File: src/hdl/pwmc_pkg.sv
/*
  Constants shared by the three-channel pulse-width modulator block:
  register indices and byte addresses, field positions, reset values
  and the period of each modulator.
  Assumes a 32-bit APB with one aligned word per 8-bit register.
*/
package pwmc_pkg;

  // ==========================================================
  // Sizes
  // ==========================================================
  localparam int unsigned PWMC_NCH     = 3;    // Channels two to four
  localparam int unsigned PWMC_DUTY_W  = 8;    // Duty and counter width
  localparam int unsigned PWMC_PERIOD  = 256;  // Working cycles a period
  localparam int unsigned PWMC_REG_W   = 8;    // Stored register width

  // ==========================================================
  // Register indices (byte address is four times the index)
  // ==========================================================
  localparam logic [31:0] PWMC_IDX_DUTY2  = 32'h01FF80C4; // Two, duty
  localparam logic [31:0] PWMC_IDX_SEL2   = 32'h01FF80C5; // Two, sel/div
  localparam logic [31:0] PWMC_IDX_DUTY3  = 32'h01FF80C6; // Three, duty
  localparam logic [31:0] PWMC_IDX_SEL3   = 32'h01FF80C7; // Three, sel/div
  localparam logic [31:0] PWMC_IDX_DUTY4  = 32'h01FF80C8; // Four, duty
  localparam logic [31:0] PWMC_IDX_SEL4   = 32'h01FF80C9; // Four, sel/div
  localparam logic [31:0] PWMC_IDX_ROUTE  = 32'h01FF80CA; // Pin routing
  localparam logic [31:0] PWMC_IDX_STAT   = 32'h01FF80CB; // Output levels

  localparam logic [31:0] PWMC_ADDR_DUTY2 = PWMC_IDX_DUTY2 << 2;
  localparam logic [31:0] PWMC_ADDR_SEL2  = PWMC_IDX_SEL2  << 2;
  localparam logic [31:0] PWMC_ADDR_DUTY3 = PWMC_IDX_DUTY3 << 2;
  localparam logic [31:0] PWMC_ADDR_SEL3  = PWMC_IDX_SEL3  << 2;
  localparam logic [31:0] PWMC_ADDR_DUTY4 = PWMC_IDX_DUTY4 << 2;
  localparam logic [31:0] PWMC_ADDR_SEL4  = PWMC_IDX_SEL4  << 2;
  localparam logic [31:0] PWMC_ADDR_ROUTE = PWMC_IDX_ROUTE << 2;
  localparam logic [31:0] PWMC_ADDR_STAT  = PWMC_IDX_STAT  << 2;

  // ==========================================================
  // Decoded register slots
  // ==========================================================
  localparam logic [3:0] PWMC_SLOT_DUTY2 = 4'h0;
  localparam logic [3:0] PWMC_SLOT_SEL2  = 4'h1;
  localparam logic [3:0] PWMC_SLOT_DUTY3 = 4'h2;
  localparam logic [3:0] PWMC_SLOT_SEL3  = 4'h3;
  localparam logic [3:0] PWMC_SLOT_DUTY4 = 4'h4;
  localparam logic [3:0] PWMC_SLOT_SEL4  = 4'h5;
  localparam logic [3:0] PWMC_SLOT_ROUTE = 4'h6;
  localparam logic [3:0] PWMC_SLOT_STAT  = 4'h7;
  localparam logic [3:0] PWMC_SLOT_NONE  = 4'hF;

  // ==========================================================
  // Field positions
  // ==========================================================
  localparam int unsigned PWMC_SEL_BIT   = 7;  // Output select, top bit of low byte
  localparam int unsigned PWMC_DIV_BIT   = 0;  // Clock divider, bottom bit of low byte
  localparam int unsigned PWMC_RT_FLASH  = 0;  // Flash pin function bit
  localparam int unsigned PWMC_RT_GP5    = 1;  // Pin five config bit
  localparam int unsigned PWMC_RT_GP10   = 2;  // Pin ten config bit
  localparam int unsigned PWMC_LANE0     = 0;  // Byte strobe of low lane

  // ==========================================================
  // Reset values
  // ==========================================================
  localparam logic [7:0]  PWMC_DUTY_RST  = 8'h00;
  localparam logic [1:0]  PWMC_SELDV_RST = 2'h0;
  localparam logic [2:0]  PWMC_ROUTE_RST = 3'h0;
  localparam logic [31:0] PWMC_ZERO32    = 32'h00000000;

endpackage : pwmc_pkg

File: src/hdl/pwmc_channel.sv
/*
  One modulator channel: optional halving of the auxiliary tick, a
  free-running 8-bit counter and a registered compare output.
  Assumes a one-cycle tick per auxiliary clock rising edge, already
  synchronised to pclk.
*/
`timescale 1ns/1ns
module pwmc_channel
  import pwmc_pkg::*;
(
  input  wire logic                   pclk,     // System clock
  input  wire logic                   presetn,  // Async reset, low
  input  wire logic                   aux_tick, // Auxiliary edge pulse
  input  wire logic                   div_two,  // Halve the tick rate
  input  wire logic [PWMC_DUTY_W-1:0] duty,     // High-time setting
  output logic                        pwm_q     // Modulated level
);

  // ==========================================================
  // Working clock
  // ==========================================================
  logic                   half_q;  // Toggles on every auxiliary tick
  logic                   step;    // One working-clock cycle
  logic [PWMC_DUTY_W-1:0] cnt_q;   // Position within the period

  // Every tick, or every second tick when halved
  assign step = aux_tick & (~div_two | half_q);

  // Tick phase for the divide-by-two case
  always_ff @(posedge pclk or negedge presetn)
  begin
    if (!presetn)
    begin
      half_q <= 1'b0;
    end
    else if (aux_tick)
    begin
      half_q <= ~half_q;  // Phase flips per tick
    end
  end

  // ==========================================================
  // Period counter
  // ==========================================================
  // Eight bits wrap after 256 steps whatever the duty
  always_ff @(posedge pclk or negedge presetn)
  begin
    if (!presetn)
    begin
      cnt_q <= '0;
    end
    else if (step)
    begin
      cnt_q <= cnt_q + 8'h01;
    end
  end

  // ==========================================================
  // Compare
  // ==========================================================
  // High for counts 0..duty: duty+1 of 256 steps
  always_ff @(posedge pclk or negedge presetn)
  begin
    if (!presetn)
    begin
      pwm_q <= 1'b0;
    end
    else
    begin
      pwm_q <= (cnt_q <= duty);
    end
  end

endmodule : pwmc_channel

File: src/hdl/pwmc_top.sv
/*
  Three pulse-width modulators (channels two, three and four) with an
  APB register slave and the pin routing for the three shared pins.
  Assumes the auxiliary clock is asynchronous and below a quarter of
  pclk, and that chip-select and GPIO sources run on pclk.
*/
// Behaviour
// - Working clock is auxiliary clock over one or two
// - Output period is 256 working cycles
// - High for duty plus one cycles each period
// - Duty is low-byte 8-bit value, 0 to 255
// - Flash select one pin: modulator two, NAND, ordinary
// - Pin five: modulator three, chip select three, GPIO
// - Pin ten: modulator four, modem port, GPIO
// - Reset clears select, divider and duty
`timescale 1ns/1ns
module pwmc_top
  import pwmc_pkg::*;
(
  // APB slave
  input  wire logic        pclk,                // System clock, 25 MHz
  input  wire logic        presetn,             // Async reset, low
  input  wire logic        psel,                // Slave select
  input  wire logic        penable,             // Access phase
  input  wire logic        pwrite,              // Write when high
  input  wire logic [31:0] paddr,               // Byte address
  input  wire logic [31:0] pwdata,              // Write data
  input  wire logic [3:0]  pstrb,               // Byte strobes
  output logic      [31:0] prdata,              // Read data
  output logic             pready,              // Transfer done
  output logic             pslverr,             // Unmapped address
  // Auxiliary clock pin
  input  wire logic        auxiliary_clock,     // Modulator source
  // Alternative sources for the shared pins
  input  wire logic        flash_cs_one_n,      // Ordinary chip select
  input  wire logic        flash_nand_cs_one_n, // NAND-type select
  input  wire logic        chip_sel_three_n,    // Fourth chip select
  input  wire logic        gpio5_do,            // GPIO data, pin five
  input  wire logic        gpio5_oe_n,          // GPIO enable, pin five
  input  wire logic        modem_core_port_b3,  // Modem core signal
  input  wire logic        gpio10_do,           // GPIO data, pin ten
  input  wire logic        gpio10_oe_n,         // GPIO enable, pin ten
  // Shared pins
  output logic             flash_select_one_n,  // Flash select one pin
  output logic             pin_gp5_o,           // Pin five data
  output logic             pin_gp5_oe_n,        // Pin five enable, low
  output logic             pin_gp10_o,          // Pin ten data
  output logic             pin_gp10_oe_n        // Pin ten enable, low
);

  // ==========================================================
  // Declarations
  // ==========================================================
  logic [PWMC_DUTY_W-1:0] duty_q   [PWMC_NCH]; // Duty bytes
  logic [PWMC_NCH-1:0]    sel_q;               // Output selects
  logic [PWMC_NCH-1:0]    div_q;               // Divider bits
  logic [2:0]             route_q;             // Pin function bits
  logic [PWMC_NCH-1:0]    mod_out;             // Channel outputs
  logic                   aux_s1_q;            // Sync stage one
  logic                   aux_s2_q;            // Sync stage two
  logic                   aux_d_q;             // Delayed for edge
  logic                   aux_tick;            // Rising edge pulse
  logic                   acc;                 // Access phase seen
  logic                   wr_en;               // Write takes effect
  logic [3:0]             slot;                // Decoded register
  logic [31:0]            rd_word;             // Read mux result
  logic                   modulated_out_two;   // Channel two level
  logic                   modulated_out_three; // Channel three level
  logic                   modulated_out_four;  // Channel four level

  // ==========================================================
  // Address decode
  // ==========================================================
  // Maps a byte address to a register slot
  function automatic logic [3:0] pwmc_decode(input logic [31:0] a);
    logic [3:0] s;
    s = PWMC_SLOT_NONE;
    if (a == PWMC_ADDR_DUTY2)
      s = PWMC_SLOT_DUTY2;
    else if (a == PWMC_ADDR_SEL2)
      s = PWMC_SLOT_SEL2;
    else if (a == PWMC_ADDR_DUTY3)
      s = PWMC_SLOT_DUTY3;
    else if (a == PWMC_ADDR_SEL3)
      s = PWMC_SLOT_SEL3;
    else if (a == PWMC_ADDR_DUTY4)
      s = PWMC_SLOT_DUTY4;
    else if (a == PWMC_ADDR_SEL4)
      s = PWMC_SLOT_SEL4;
    else if (a == PWMC_ADDR_ROUTE)
      s = PWMC_SLOT_ROUTE;
    else if (a == PWMC_ADDR_STAT)
      s = PWMC_SLOT_STAT;
    return s;
  endfunction : pwmc_decode

  // Duty slot of a channel
  function automatic logic [3:0] pwmc_duty_slot(input int unsigned ch);
    logic [3:0] s;
    s = PWMC_SLOT_DUTY2 + 4'(2 * ch);
    return s;
  endfunction : pwmc_duty_slot

  // Select and divider slot of a channel
  function automatic logic [3:0] pwmc_sel_slot(input int unsigned ch);
    logic [3:0] s;
    s = PWMC_SLOT_SEL2 + 4'(2 * ch);
    return s;
  endfunction : pwmc_sel_slot

  assign slot  = pwmc_decode(paddr);
  // Access phase, in the one wait state and in the cycle where pready answers
  assign acc   = psel & penable;
  // Write lands only at the edge where pready is seen high
  assign wr_en = acc & pready & pwrite & pstrb[PWMC_LANE0];

  // ==========================================================
  // APB handshake
  // ==========================================================
  // One wait state: pready rises the cycle after access begins
  always_ff @(posedge pclk or negedge presetn)
  begin
    if (!presetn)
    begin
      pready <= 1'b0;
    end
    else
    begin
      pready <= acc & ~pready;
    end
  end

  // Error flag for unmapped addresses, valid with pready
  always_ff @(posedge pclk or negedge presetn)
  begin
    if (!presetn)
    begin
      pslverr <= 1'b0;
    end
    else
    begin
      pslverr <= acc & ~pready & (slot == PWMC_SLOT_NONE);
    end
  end

  // ==========================================================
  // Read data
  // ==========================================================
  // Read mux; bits above the stored byte read as zero
  always_comb
  begin
    rd_word = PWMC_ZERO32;
    for (int unsigned c = 0; c < PWMC_NCH; c++)
    begin
      if (slot == pwmc_duty_slot(c))
      begin
        rd_word[PWMC_DUTY_W-1:0] = duty_q[c];
      end
      if (slot == pwmc_sel_slot(c))
      begin
        rd_word[PWMC_SEL_BIT] = sel_q[c];
        rd_word[PWMC_DIV_BIT] = div_q[c];
      end
    end
    if (slot == PWMC_SLOT_ROUTE)
    begin
      rd_word[2:0] = route_q;
    end
    if (slot == PWMC_SLOT_STAT)
    begin
      rd_word[PWMC_NCH-1:0] = mod_out;
    end
  end

  // Registered read data, loaded with the answer
  always_ff @(posedge pclk or negedge presetn)
  begin
    if (!presetn)
    begin
      prdata <= PWMC_ZERO32;
    end
    else if (acc & ~pready & ~pwrite)
    begin
      prdata <= rd_word;
    end
  end

  // ==========================================================
  // Control registers
  // ==========================================================
  genvar g;
  generate
    for (g = 0; g < PWMC_NCH; g++)
    begin : g_regs
      // Duty byte, full 0..255 range
      always_ff @(posedge pclk or negedge presetn)
      begin
        if (!presetn)
        begin
          duty_q[g] <= PWMC_DUTY_RST;
        end
        else if (wr_en && slot == pwmc_duty_slot(g))
        begin
          duty_q[g] <= pwdata[PWMC_DUTY_W-1:0];
        end
      end

      // Output select and divider bits
      always_ff @(posedge pclk or negedge presetn)
      begin
        if (!presetn)
        begin
          {sel_q[g], div_q[g]} <= PWMC_SELDV_RST;
        end
        else if (wr_en && slot == pwmc_sel_slot(g))
        begin
          sel_q[g] <= pwdata[PWMC_SEL_BIT];
          div_q[g] <= pwdata[PWMC_DIV_BIT];
        end
      end

      // The modulator itself
      pwmc_channel u_chan
      (
        .pclk     (pclk),
        .presetn  (presetn),
        .aux_tick (aux_tick),
        .div_two  (div_q[g]),
        .duty     (duty_q[g]),
        .pwm_q    (mod_out[g])
      );
    end
  endgenerate

  // Pin function bits from the flash and GPIO configuration
  always_ff @(posedge pclk or negedge presetn)
  begin
    if (!presetn)
    begin
      route_q <= PWMC_ROUTE_RST;
    end
    else if (wr_en && slot == PWMC_SLOT_ROUTE)
    begin
      route_q <= pwdata[2:0];
    end
  end

  assign modulated_out_two   = mod_out[0];
  assign modulated_out_three = mod_out[1];
  assign modulated_out_four  = mod_out[2];

  // ==========================================================
  // Auxiliary clock sampling
  // ==========================================================
  // Two-stage synchroniser, then a rising-edge detector
  always_ff @(posedge pclk or negedge presetn)
  begin
    if (!presetn)
    begin
      aux_s1_q <= 1'b0;
      aux_s2_q <= 1'b0;
      aux_d_q  <= 1'b0;
    end
    else
    begin
      aux_s1_q <= auxiliary_clock;
      aux_s2_q <= aux_s1_q;
      aux_d_q  <= aux_s2_q;
    end
  end

  // One pulse per auxiliary rising edge
  assign aux_tick = aux_s2_q & ~aux_d_q;

  // ==========================================================
  // Pin routing
  // ==========================================================
  // Flash select one pin
  always_ff @(posedge pclk or negedge presetn)
  begin
    if (!presetn)
    begin
      flash_select_one_n <= 1'b1;  // Deselected
    end
    else if (route_q[PWMC_RT_FLASH] && sel_q[0])
    begin
      flash_select_one_n <= modulated_out_two;
    end
    else if (route_q[PWMC_RT_FLASH])
    begin
      flash_select_one_n <= flash_nand_cs_one_n;
    end
    else
    begin
      flash_select_one_n <= flash_cs_one_n;
    end
  end

  // Pin five: modulator, chip select or GPIO
  always_ff @(posedge pclk or negedge presetn)
  begin
    if (!presetn)
    begin
      pin_gp5_o    <= 1'b0;
      pin_gp5_oe_n <= 1'b1;  // Released
    end
    else if (route_q[PWMC_RT_GP5] && sel_q[1])
    begin
      pin_gp5_o    <= modulated_out_three;
      pin_gp5_oe_n <= 1'b0;
    end
    else if (route_q[PWMC_RT_GP5])
    begin
      pin_gp5_o    <= chip_sel_three_n;
      pin_gp5_oe_n <= 1'b0;
    end
    else
    begin
      pin_gp5_o    <= gpio5_do;
      pin_gp5_oe_n <= gpio5_oe_n;
    end
  end

  // Pin ten: modulator, modem port or GPIO
  always_ff @(posedge pclk or negedge presetn)
  begin
    if (!presetn)
    begin
      pin_gp10_o    <= 1'b0;
      pin_gp10_oe_n <= 1'b1;  // Released
    end
    else if (route_q[PWMC_RT_GP10] && sel_q[2])
    begin
      pin_gp10_o    <= modulated_out_four;
      pin_gp10_oe_n <= 1'b0;
    end
    else if (route_q[PWMC_RT_GP10])
    begin
      pin_gp10_o    <= modem_core_port_b3;
      pin_gp10_oe_n <= 1'b0;
    end
    else
    begin
      pin_gp10_o    <= gpio10_do;
      pin_gp10_oe_n <= gpio10_oe_n;
    end
  end

endmodule : pwmc_top

File: config.mk
export PLATFORM = sky130hd
export DESIGN_NAME = pwmc_top
export DESIGN_NICKNAME = d
export VERILOG_FILES = /design/src/hdl/pwmc_pkg.sv /design/src/hdl/pwmc_channel.sv /design/src/hdl/pwmc_top.sv
export SDC_FILE = /design/constraint.sdc
export NUM_CORES = 1
export LEC_CHECK = 0
export ABC_AREA = 1
export BUFFER_PORTS_ARGS = -buffer_cell sky130_fd_sc_hd__buf_2
export CELL_PAD_IN_SITES_DETAIL_PLACEMENT = 1
export CELL_PAD_IN_SITES_GLOBAL_PLACEMENT = 2
export CORE_MARGIN = 2
export CORE_UTILIZATION = 30
export CTS_BUF_LIST = sky130_fd_sc_hd__clkbuf_16
export CTS_CLUSTER_SIZE = 30
export DETAILED_ROUTE_END_ITERATION = 10
export GPL_TIMING_DRIVEN = 0
export PLACE_DENSITY_LB_ADDON = 0.1
export SLEW_MARGIN = 30
export SYNTH_ARGS = -nofsm -noshare
export SYNTH_HDL_FRONTEND = slang
export SYNTH_SLANG_ARGS = --single-unit
File: constraint.sdc
create_clock -name pclk -period 2 [get_ports pclk]
set_input_delay 0.5 -clock pclk [delete_from_list [all_inputs] [get_ports pclk]]
set_output_delay 0.5 -clock pclk [all_outputs]
set_load 0.005 [all_outputs]
### Yosys cells after proc, flatten, opt, wreduce, memory -nomap -nowiden

Index checks and enable logic that the tools add are counted.
Widths: inputs -> output; s select.

| operators by class | value |
|---|---|
| add/subtract/negate cells | 3 |
| $lt $le $gt $ge | 3 |
| equal/unequal tests | 16 |
| muxes and demuxes | 29 |
| bitwise operators | 23 |
| reduce and logical (&&, ||, !) cells | 11 |

Operators with widths:

| kind | count |
|---|---|
| $eq 32x27->1 const B | 8 |
| $mux 4 | 8 |
| $add 8x1->8 const B | 3 |
| $le 8x8->1 | 3 |
| $mux 8 | 3 |
| $eq 4x3->1 const B | 4 |
| $mux 1 | 16 |
| $and 1x1->1 | 11 |
| $logic_and 1x1->1 | 10 |
| $not 1->1 | 9 |
| $eq 4x2->1 const B | 2 |
| $mux 3 | 2 |
| $eq 4x1->1 const B | 1 |
| $eq 4x4->1 const B | 1 |
| $logic_not 4->1 | 1 |
| $or 1x1->1 | 3 |

| word-level totals | value |
|---|---|
| register bits | 81 |
| input bits | 82 |
| output and inout bits | 39 |

### Depth between registers and ports, before layout

Gate-level depths: netlist of the first run.

| logic depth | value |
|---|---|
| depth after elaboration | 18 |
| mapped depth | 12 |

### Hierarchy

A second synthesis of the first run with hierarchy kept.

| unflattened totals | value |
|---|---|
| cell total of the unflattened synthesis | 625 |
| area, all modules | 5042.3 um^2 |

By module, submodules not included:

| module | times used | cells an instance | area an instance (um^2) | seq. area each (um^2) |
|---|---|---|---|---|
| pwmc_top | 1 | 355 | 2865.2 | 1280.0 |
| pwmc_channel | 3 | 90 | 725.7 | 250.2 |

### Worst setup path after synthesis of the first run

No wires, ideal clock.

| path | value |
|---|---|
| path type | in2reg |
| start | input port paddr[12] |
| end | register duty_q[7] in the netlist's numbering |
| setup time | 0.120 ns |
| arrival | 1.489 ns |
| setup slack | 0.391 ns |
| stages on the path | 11 |
| path buffers | 1 |
| cells stage by stage | inv_1 > nand2_1 > nor2_2 > nand2_4 > nor2_1 > nand2_1 > clkinv_2 > nand2_4 > buf_6 > nand2_1 > o21ai_2 |

| between the ends | value |
|---|---|
| word-level cells in the longest chain between the ends | 11 |

RTL lines:

| item | line | text |
|---|---|---|
| start, declared | pwmc_top.sv:26 | `input wire logic [31:0] paddr,` |
| $eq 32x27->1 | pwmc_top.sv:92 | `else if (a == PWMC_ADDR_STAT)` |
| $mux 4 | pwmc_top.sv:92 |  |
| $mux 4 | pwmc_top.sv:90 | `else if (a == PWMC_ADDR_ROUTE)` |
| $mux 4 | pwmc_top.sv:88 | `else if (a == PWMC_ADDR_SEL4)` |
| $mux 4 | pwmc_top.sv:86 | `else if (a == PWMC_ADDR_DUTY4)` |
| $mux 4 | pwmc_top.sv:84 | `else if (a == PWMC_ADDR_SEL3)` |
| $mux 4 | pwmc_top.sv:82 | `else if (a == PWMC_ADDR_DUTY3)` |
| $mux 4 | pwmc_top.sv:80 | `else if (a == PWMC_ADDR_SEL2)` |
| $mux 4 * | pwmc_top.sv:78 | `if (a == PWMC_ADDR_DUTY2)` |
| $eq 4x3->1 * | pwmc_top.sv:202 | `else if (wr_en && slot == pwmc_duty_slot(g))` |
| $logic_and 1x1->1 * | pwmc_top.sv:202 |  |
| end signal, assigned by index | pwmc_top.sv:204 | `duty_q[g] <= pwdata[PWMC_DUTY_W-1:0];` |
| end, declared | pwmc_top.sv:54 | `logic [PWMC_DUTY_W-1:0] duty_q [PWMC_NCH];` |

Every way passes the cells marked *; elsewhere a longest branch is shown, timed or not.
A chain may end at the register's enable or synchronous reset.

### Worst setup path in the final report of the first run

| path | value |
|---|---|
| start | register pready |
| end | register duty_q[15] in the netlist's numbering |

| between the ends | value |
|---|---|
| word-level cells in the longest chain between the ends | 4 |

RTL lines:

| item | line | text |
|---|---|---|
| start, declared | pwmc_top.sv:30 | `output logic pready,` |
| start signal, assigned | pwmc_top.sv:129 | `pready <= acc & ~pready;` |
| $and 1x1->1 (3 in a row) | pwmc_top.sv:115 | `assign wr_en = acc & pready & pwrite & pstrb[PWMC_LANE0];` |
| $logic_and 1x1->1 | pwmc_top.sv:202 |  |

Every way passes these cells.

==> impl_metrics.tcl, run 1 <==
set metrics [dict create \
    cts_buffer_depth 2 \
    die_y_microns 126.8 \
    grt_pass1_vias 3939 \
    cp_num_buf_inv 1 \
    clock_sinks 81 \
    fin_cells 821 \
    hold_buffers 0 \
    grt_pass1_wl_mm 19.42 \
    clk_latency_ps 340 \
    gp_congestion 0.7547 \
    fillCellCount 1785 \
    netlist.area_leader.share 0.4318 \
    p_per_area_mw_per_mm2 835.8 \
    yosysSeqAreaShare 0.4492 \
    routed_wl_mm 11.65 \
    final_cell_mix "111 x nand2_1, 81 x inv_1, 78 x dfrtp_1" \
    crit_path_end_kind "flop" \
    crit_path_max_fanout 10 \
    dp_hpwl_mm 9.333 \
    nets 742 \
    grt_max_degree 43 \
    min_path_type "input pin to asynchronous set/reset pin" \
    tritoncts "yes" \
    io_buffers 69 \
    reg2regPathDepth 6 \
    antenna_found_initial 0 \
    die_area_sq_mm 0.01607 \
    drc 0 \
    dpl-instance-area_sq_mm 0.005209 \
    firstDrtPassIters 4 \
    dp_cells 806 \
    core_sq_mm 0.01464 \
    num_rows 44 \
    p_leak_nw 2.781 \
    finClkSkew_ps 6.397 \
    cp.depth 6 \
    holdWs_ps 66.54 \
    grt_use_total 0.1550 \
    path_cells "nand3_1, nor2_2, nand3_2, buf_2, nand2_1, o21ai_0" \
    post_cts_buffers 0 \
    cts_buffers 9 \
    required_ps 2210 \
    drv_cap 0 \
    overflow 0 \
    initial_core_util 0.3087 \
    period_minus_slack_ps 1682 \
    final_cell_area_sq_mm 0.005463 \
    critical_path.max_stage_delay_ps 430 \
    synth.avg_cell_area_sq_um 8.546 \
    drt_iter0_drc 102 \
    ctsResizeCount 0 \
    num_io_pins 121 \
    drive_gt1_frac 0.2308 \
    peakVddDrop_mv 0.6762 \
    maxSlewViolCount 0 \
    cp_slowest_cell "nor2_2" \
    ant_nets 0 \
    synth_cell_types 37 \
    area_delta_synth_final_pct 20.84 \
    clk_pin_slew_ps 60 \
    synth_seq_cells 81 \
    diodes 0 \
    worst_pin_slew_ps 568.3 \
    ys_warn_count 0 \
    netlist_instances 529 \
    slew_headroom 0.6182 \
    ys_top_cells_by_area "dfrtp_1 43%, nand2_1 9.2%, ha_1 7.5%" \
    cp.arrival_ps 1890 \
    crit_family "simple AND/OR/NAND/NOR gates" \
    synth_area_leader_cell "dfrtp_1" \
    h-tree-depth 3 \
    vias 3694 \
    setup_viol 0 \
    status "completed" \
    root_buffer "clkbuf_16" \
    final_common_cell "nand2_1" \
    fmax_ghz 0.5945 \
    final_util 0.3730 \
    grt_setup_unrepaired "false" \
    crit_path_start_kind "flop" \
    synthesis.area_sq_mm 0.004521 \
    finalCritPeriodShare 0.8411 \
    vias_per_cell 4.499 \
    die_w_microns 126.8 \
    crit_type "flop to flop" \
    wl_per_cell_microns 14.19 \
    hold_viol_final 0 \
]
## per-stage QoR
step	power (W)	TNS, ps	setup slack [ps]
final	0.004566	0	317.9
after global placement	0.003078	-23090	-303.2
after floorplan	0.002793	0	391.1
after detailed placement	0.003156	-99.82	-57.35
after CTS	0.004655	0	282.6
after global routing	0.004909	0	86.12
## layout make-up
class,count,area (sq um),share of cell area
clock buffer,9,225.2,0.04123
multi-input combinational,358,2041,0.3736
tap,184,230.2,0.04214
buffer,29,219.0,0.04008
timing repair buffer,70,371.6,0.06803
clock inverter,6,28.78,0.005268
inverter,84,316.6,0.05795
sequential,81,2031,0.3717
## sequential cells by signal (all words and copies together), names as in the netlist
name	count
aux_d_q	1
aux_s1_q	1
aux_s2_q	1
div_q	3
duty_q	24
flash_select_one_n	1
g_regs.u_chan.cnt_q	24
g_regs.u_chan.half_q	3
g_regs.u_chan.pwm_q	3
pin_gp10_o	1
pin_gp10_oe_n	1
pin_gp5_o	1
pin_gp5_oe_n	1
prdata	8
pready	1
pslverr	1
route_q	3
sel_q	3
## kinds of logic (layout without fill, tap and decap cells)
group | count (synthesis) | in the layout | share of synthesized area
and+or+nand+nor | 209 | 209 | 0.2112
buffers and inverters | 113 | 198 | 0.1185
DFF | 81 | 81 | 0.4492
AOI/OAI and AO/OA | 73 | 73 | 0.09605
adders and majority gates | 27 | 27 | 0.07473
xor gates and xnor gates | 23 | 23 | 0.04456
muxes | 2 | 2 | 0.004982
other | 1 | 24 | 0.0008295
## power breakdown
group / total (W) / internal (W) / leakage, nW / switching, W
Clock: 0.00146 / 0.000815 / 0.131 / 0.000649
Sequential: 0.00212 / 0.00188 / 1.07 / 0.000240
Combinational: 0.000982 / 0.000476 / 1.58 / 0.000505
Total: 0.00457 / 0.00317 / 2.78 / 0.00139
## cells in the mapped netlist
library cell	number
a21oi_1	14
a21oi_4	1
a31oi_1	1
buf_2	1
buf_4	25
buf_6	2
clkbuf_1	1
clkinv_2	1
conb_1	1
dfrtp_1	78
dfstp_2	3
ha_1	27
inv_1	79
inv_2	4
mux2_2	2
nand2_1	111
nand2_2	4
nand2_4	2
nand3_1	32
nand3_2	1
nand3b_1	2
nand4_1	7
nor2_1	36
nor2_2	5
nor2_4	4
nor3_1	2
nor3_2	1
nor4_1	1
nor4b_4	1
o21a_1	5
o21ai_0	20
o21ai_1	15
o21ai_2	8
o221ai_1	1
o22ai_1	8
xnor2_1	4
xor2_1	19
## worst paths after layout
path                                    start                      endpoint  slack (ps)
max                          pready$_DFF_PN0_        duty_q[15]$_DFFE_PN0P_         320
min                                   presetn           pin_gp5_o$_DFF_PN0_          70
max reg2reg                  pready$_DFF_PN0_        duty_q[15]$_DFFE_PN0P_         320
min reg2reg                aux_s1_q$_DFF_PN0_            aux_s2_q$_DFF_PN0_         350
max in group asynchronous             presetn  flash_select_one_n$_DFF_PN1_        1320
min in group pclk             auxiliary_clock            aux_s1_q$_DFF_PN0_         260
## layer usage
| metal | up-vias | share of wire | GRT usage | routed length (microns) |
|---|---|---|---|---|
| met1 | 1783 | 0.46 | 0.1899 | 5312 |
| met2 | 52 | 0.50 | 0.2719 | 5782 |
| met4 | 0 | 0.012 | 0.03426 | 142 |
| li1 | 1847 | - | - | - |
| met5 | - | 0 | 0 | 0 |
| met3 | 12 | 0.036 | 0.04429 | 417 |
## worst reg2reg max path: stages (launching register included)
cell,delay [ps]
dfrtp_1,370
nand3_1,90
nor2_2,430
nand3_2,270
buf_2,260
nand2_1,70
o21ai_0,70
Note: power is estimated with default switching activity, not from simulation.
==> inputs of run 2 (changes only) <==
Clock period 2 ns to 1.57 ns, I/O delays scaled along.
==> run 2 against run 1 <==
Net effect:
- critical path depth rose by 3
- maximum frequency rose by 7.9%
- register-to-register slack got worse by 310 ps
==> impl_metrics.tcl, run 2 (synthesis gave the netlist of run 1 again) <==
set metrics [dict create \
    status "completed" \
    firstDrtPassIters 4 \
    timing.setup.tns_ps 0 \
    initial_core_util 0.3087 \
    tritoncts "yes" \
    drv_cap 0 \
    p_per_area_mw_per_mm2 1031 \
    grt_max_degree 43 \
    cts_buffers 9 \
    hold_viol_final 0 \
    fin_cells 844 \
    grt_use_total 0.1563 \
    period_minus_slack_ps 1559 \
    crit_type "flop to flop" \
    die_area_sq_mm 0.01607 \
    antenna_found_initial 0 \
    final_common_cell "nand2_1" \
    dpl-instance-area_sq_mm 0.005209 \
    dp_cells 806 \
    r2r-end "g_regs[2].u_chan.cnt_q[7]$_DFFE_PN0P_" \
    required_ps 1790 \
    fmax_ghz 0.6414 \
    drive_gt1_frac 0.2985 \
    nets 765 \
    final_cell_area_sq_mm 0.005796 \
    vias 3788 \
    grt_pass1_vias 4011 \
    drc 0 \
    h-tree-depth 3 \
    die_w_microns 126.8 \
    regToRegSetupSlack_ps 10 \
    num_io_pins 121 \
    vias_per_cell 4.488 \
    min-delay-start "auxiliary_clock" \
    wl_per_cell_microns 14.21 \
    min_to "aux_s1_q$_DFF_PN0_" \
    overflow 0 \
    reg2regPathDepth 9 \
    clk_pin_slew_ps 60 \
    area_delta_synth_final_pct 28.20 \
    grt_pass1_wl_mm 19.62 \
    reg_top3 "duty_q x24, g_regs.u_chan.cnt_q x24, prdata x8" \
    num_rows 44 \
    crit_path_end_kind "flop" \
    io_buffers 69 \
    root_buffer "clkbuf_16" \
    setup_viol 0 \
    routed_wl_mm 11.99 \
    ant_nets 0 \
    diodes 0 \
    p_leak_nw 2.938 \
    grt_setup_unrepaired "true" \
    min_path_type "input pin to flop" \
    cts_buffer_depth 2 \
    cp.arrival_ps 1780 \
    finClkSkew_ps 6.762 \
    clock_sinks 81 \
    drt_iter0_drc 95 \
    total_power_w 0.005975 \
    clk_latency_ps 340 \
    peakVddDrop_mv 0.8197 \
    worstHoldPathCells 1 \
    die_y_microns 126.8 \
    worstReg2RegStart "aux_d_q$_DFF_PN0_" \
    gp_congestion 0.7547 \
    holdWs_ps 158.5 \
    final_cell_mix "108 x nand2_1, 78 x dfrtp_1, 73 x inv_1" \
    maxSlewViolCount 0 \
    core_sq_mm 0.01464 \
    finalCritPeriodShare 0.9931 \
    crit_path_max_fanout 5 \
    dp_hpwl_mm 9.333 \
    crit_path_start_kind "flop" \
]
run 2: layout make-up:
cell class / instances / area [sq um]
Multi-Input combinational cell: 358 / 2176
Sequential cell: 81 / 2031
Buffer: 29 / 221.5
Clock buffer: 9 / 225.2
Inverter: 84 / 317.8
Fill cell: 1768 / 8848
Timing Repair Buffer: 93 / 565.5
Tap cell: 184 / 230.2
Clock inverter: 6 / 28.78
run 2: metal layers:
metal  vias up  track usage  wire length, microns
met5         -            0                     0
met3        12      0.04429                   419
met1      1838       0.1894                  5412
met2        51       0.2769                  6014
met4         0      0.03426                   147
li1       1887            -                     -
run 2: worst max path at each step:
stage                       startpoint                               endpoint  slack [ps]  depth (start not counted)
floorplan                    paddr[12]                  duty_q[7]$_DFFE_PN0P_          70                         11
global placement               presetn  g_regs[1].u_chan.cnt_q[1]$_DFFE_PN0P_        -630                          1
detailed placement           paddr[27]                   sel_q[1]$_DFFE_PN0P_        -380                         11
CTS                 aux_s2_q$_DFF_PN0_  g_regs[2].u_chan.cnt_q[7]$_DFFE_PN0P_         -20                         10
global route         aux_d_q$_DFF_PN0_  g_regs[2].u_chan.cnt_q[7]$_DFFE_PN0P_        -110                          9
finish               aux_d_q$_DFF_PN0_  g_regs[2].u_chan.cnt_q[7]$_DFFE_PN0P_          10                          9
run 2: stage by stage:
step | setup slack [ps] | util
4_1_cts | -23.37 | 0.3803
2_1_floorplan | 68.57 | -
3_3_place_gp | -625.7 | 0.3539
6_report | 10.80 | 0.3958
5_1_grt | -105.6 | 0.3958
3_5_place_dp | -379.9 | 0.3557
run 2: repair_timing:
item,4_1_cts,5_1_grt
hold buffers,1,0
gates resized for setup,9,36
pin swaps,4,11
hold endpoints to repair,39,0
setup buffers,10,12
endpoints found under the setup margin,19,35
run 2: power by group:
group          switching (W)  leakage (nW)  internal, W
Clock               0.000836         0.131      0.00104
Combinational       0.000693          1.74     0.000699
Sequential          0.000314          1.07      0.00239
Total                0.00184          2.94      0.00413
run 2: critical path, cell delays in order, from the launching register on:
cell	delay (ps)
dfrtp_1	390
nor2_4	200
inv_2	60
a21oi_4	220
inv_2	90
nor2_4	110
nand3_2	80
nor2_1	100
nand2_1	70
xnor2_1	120
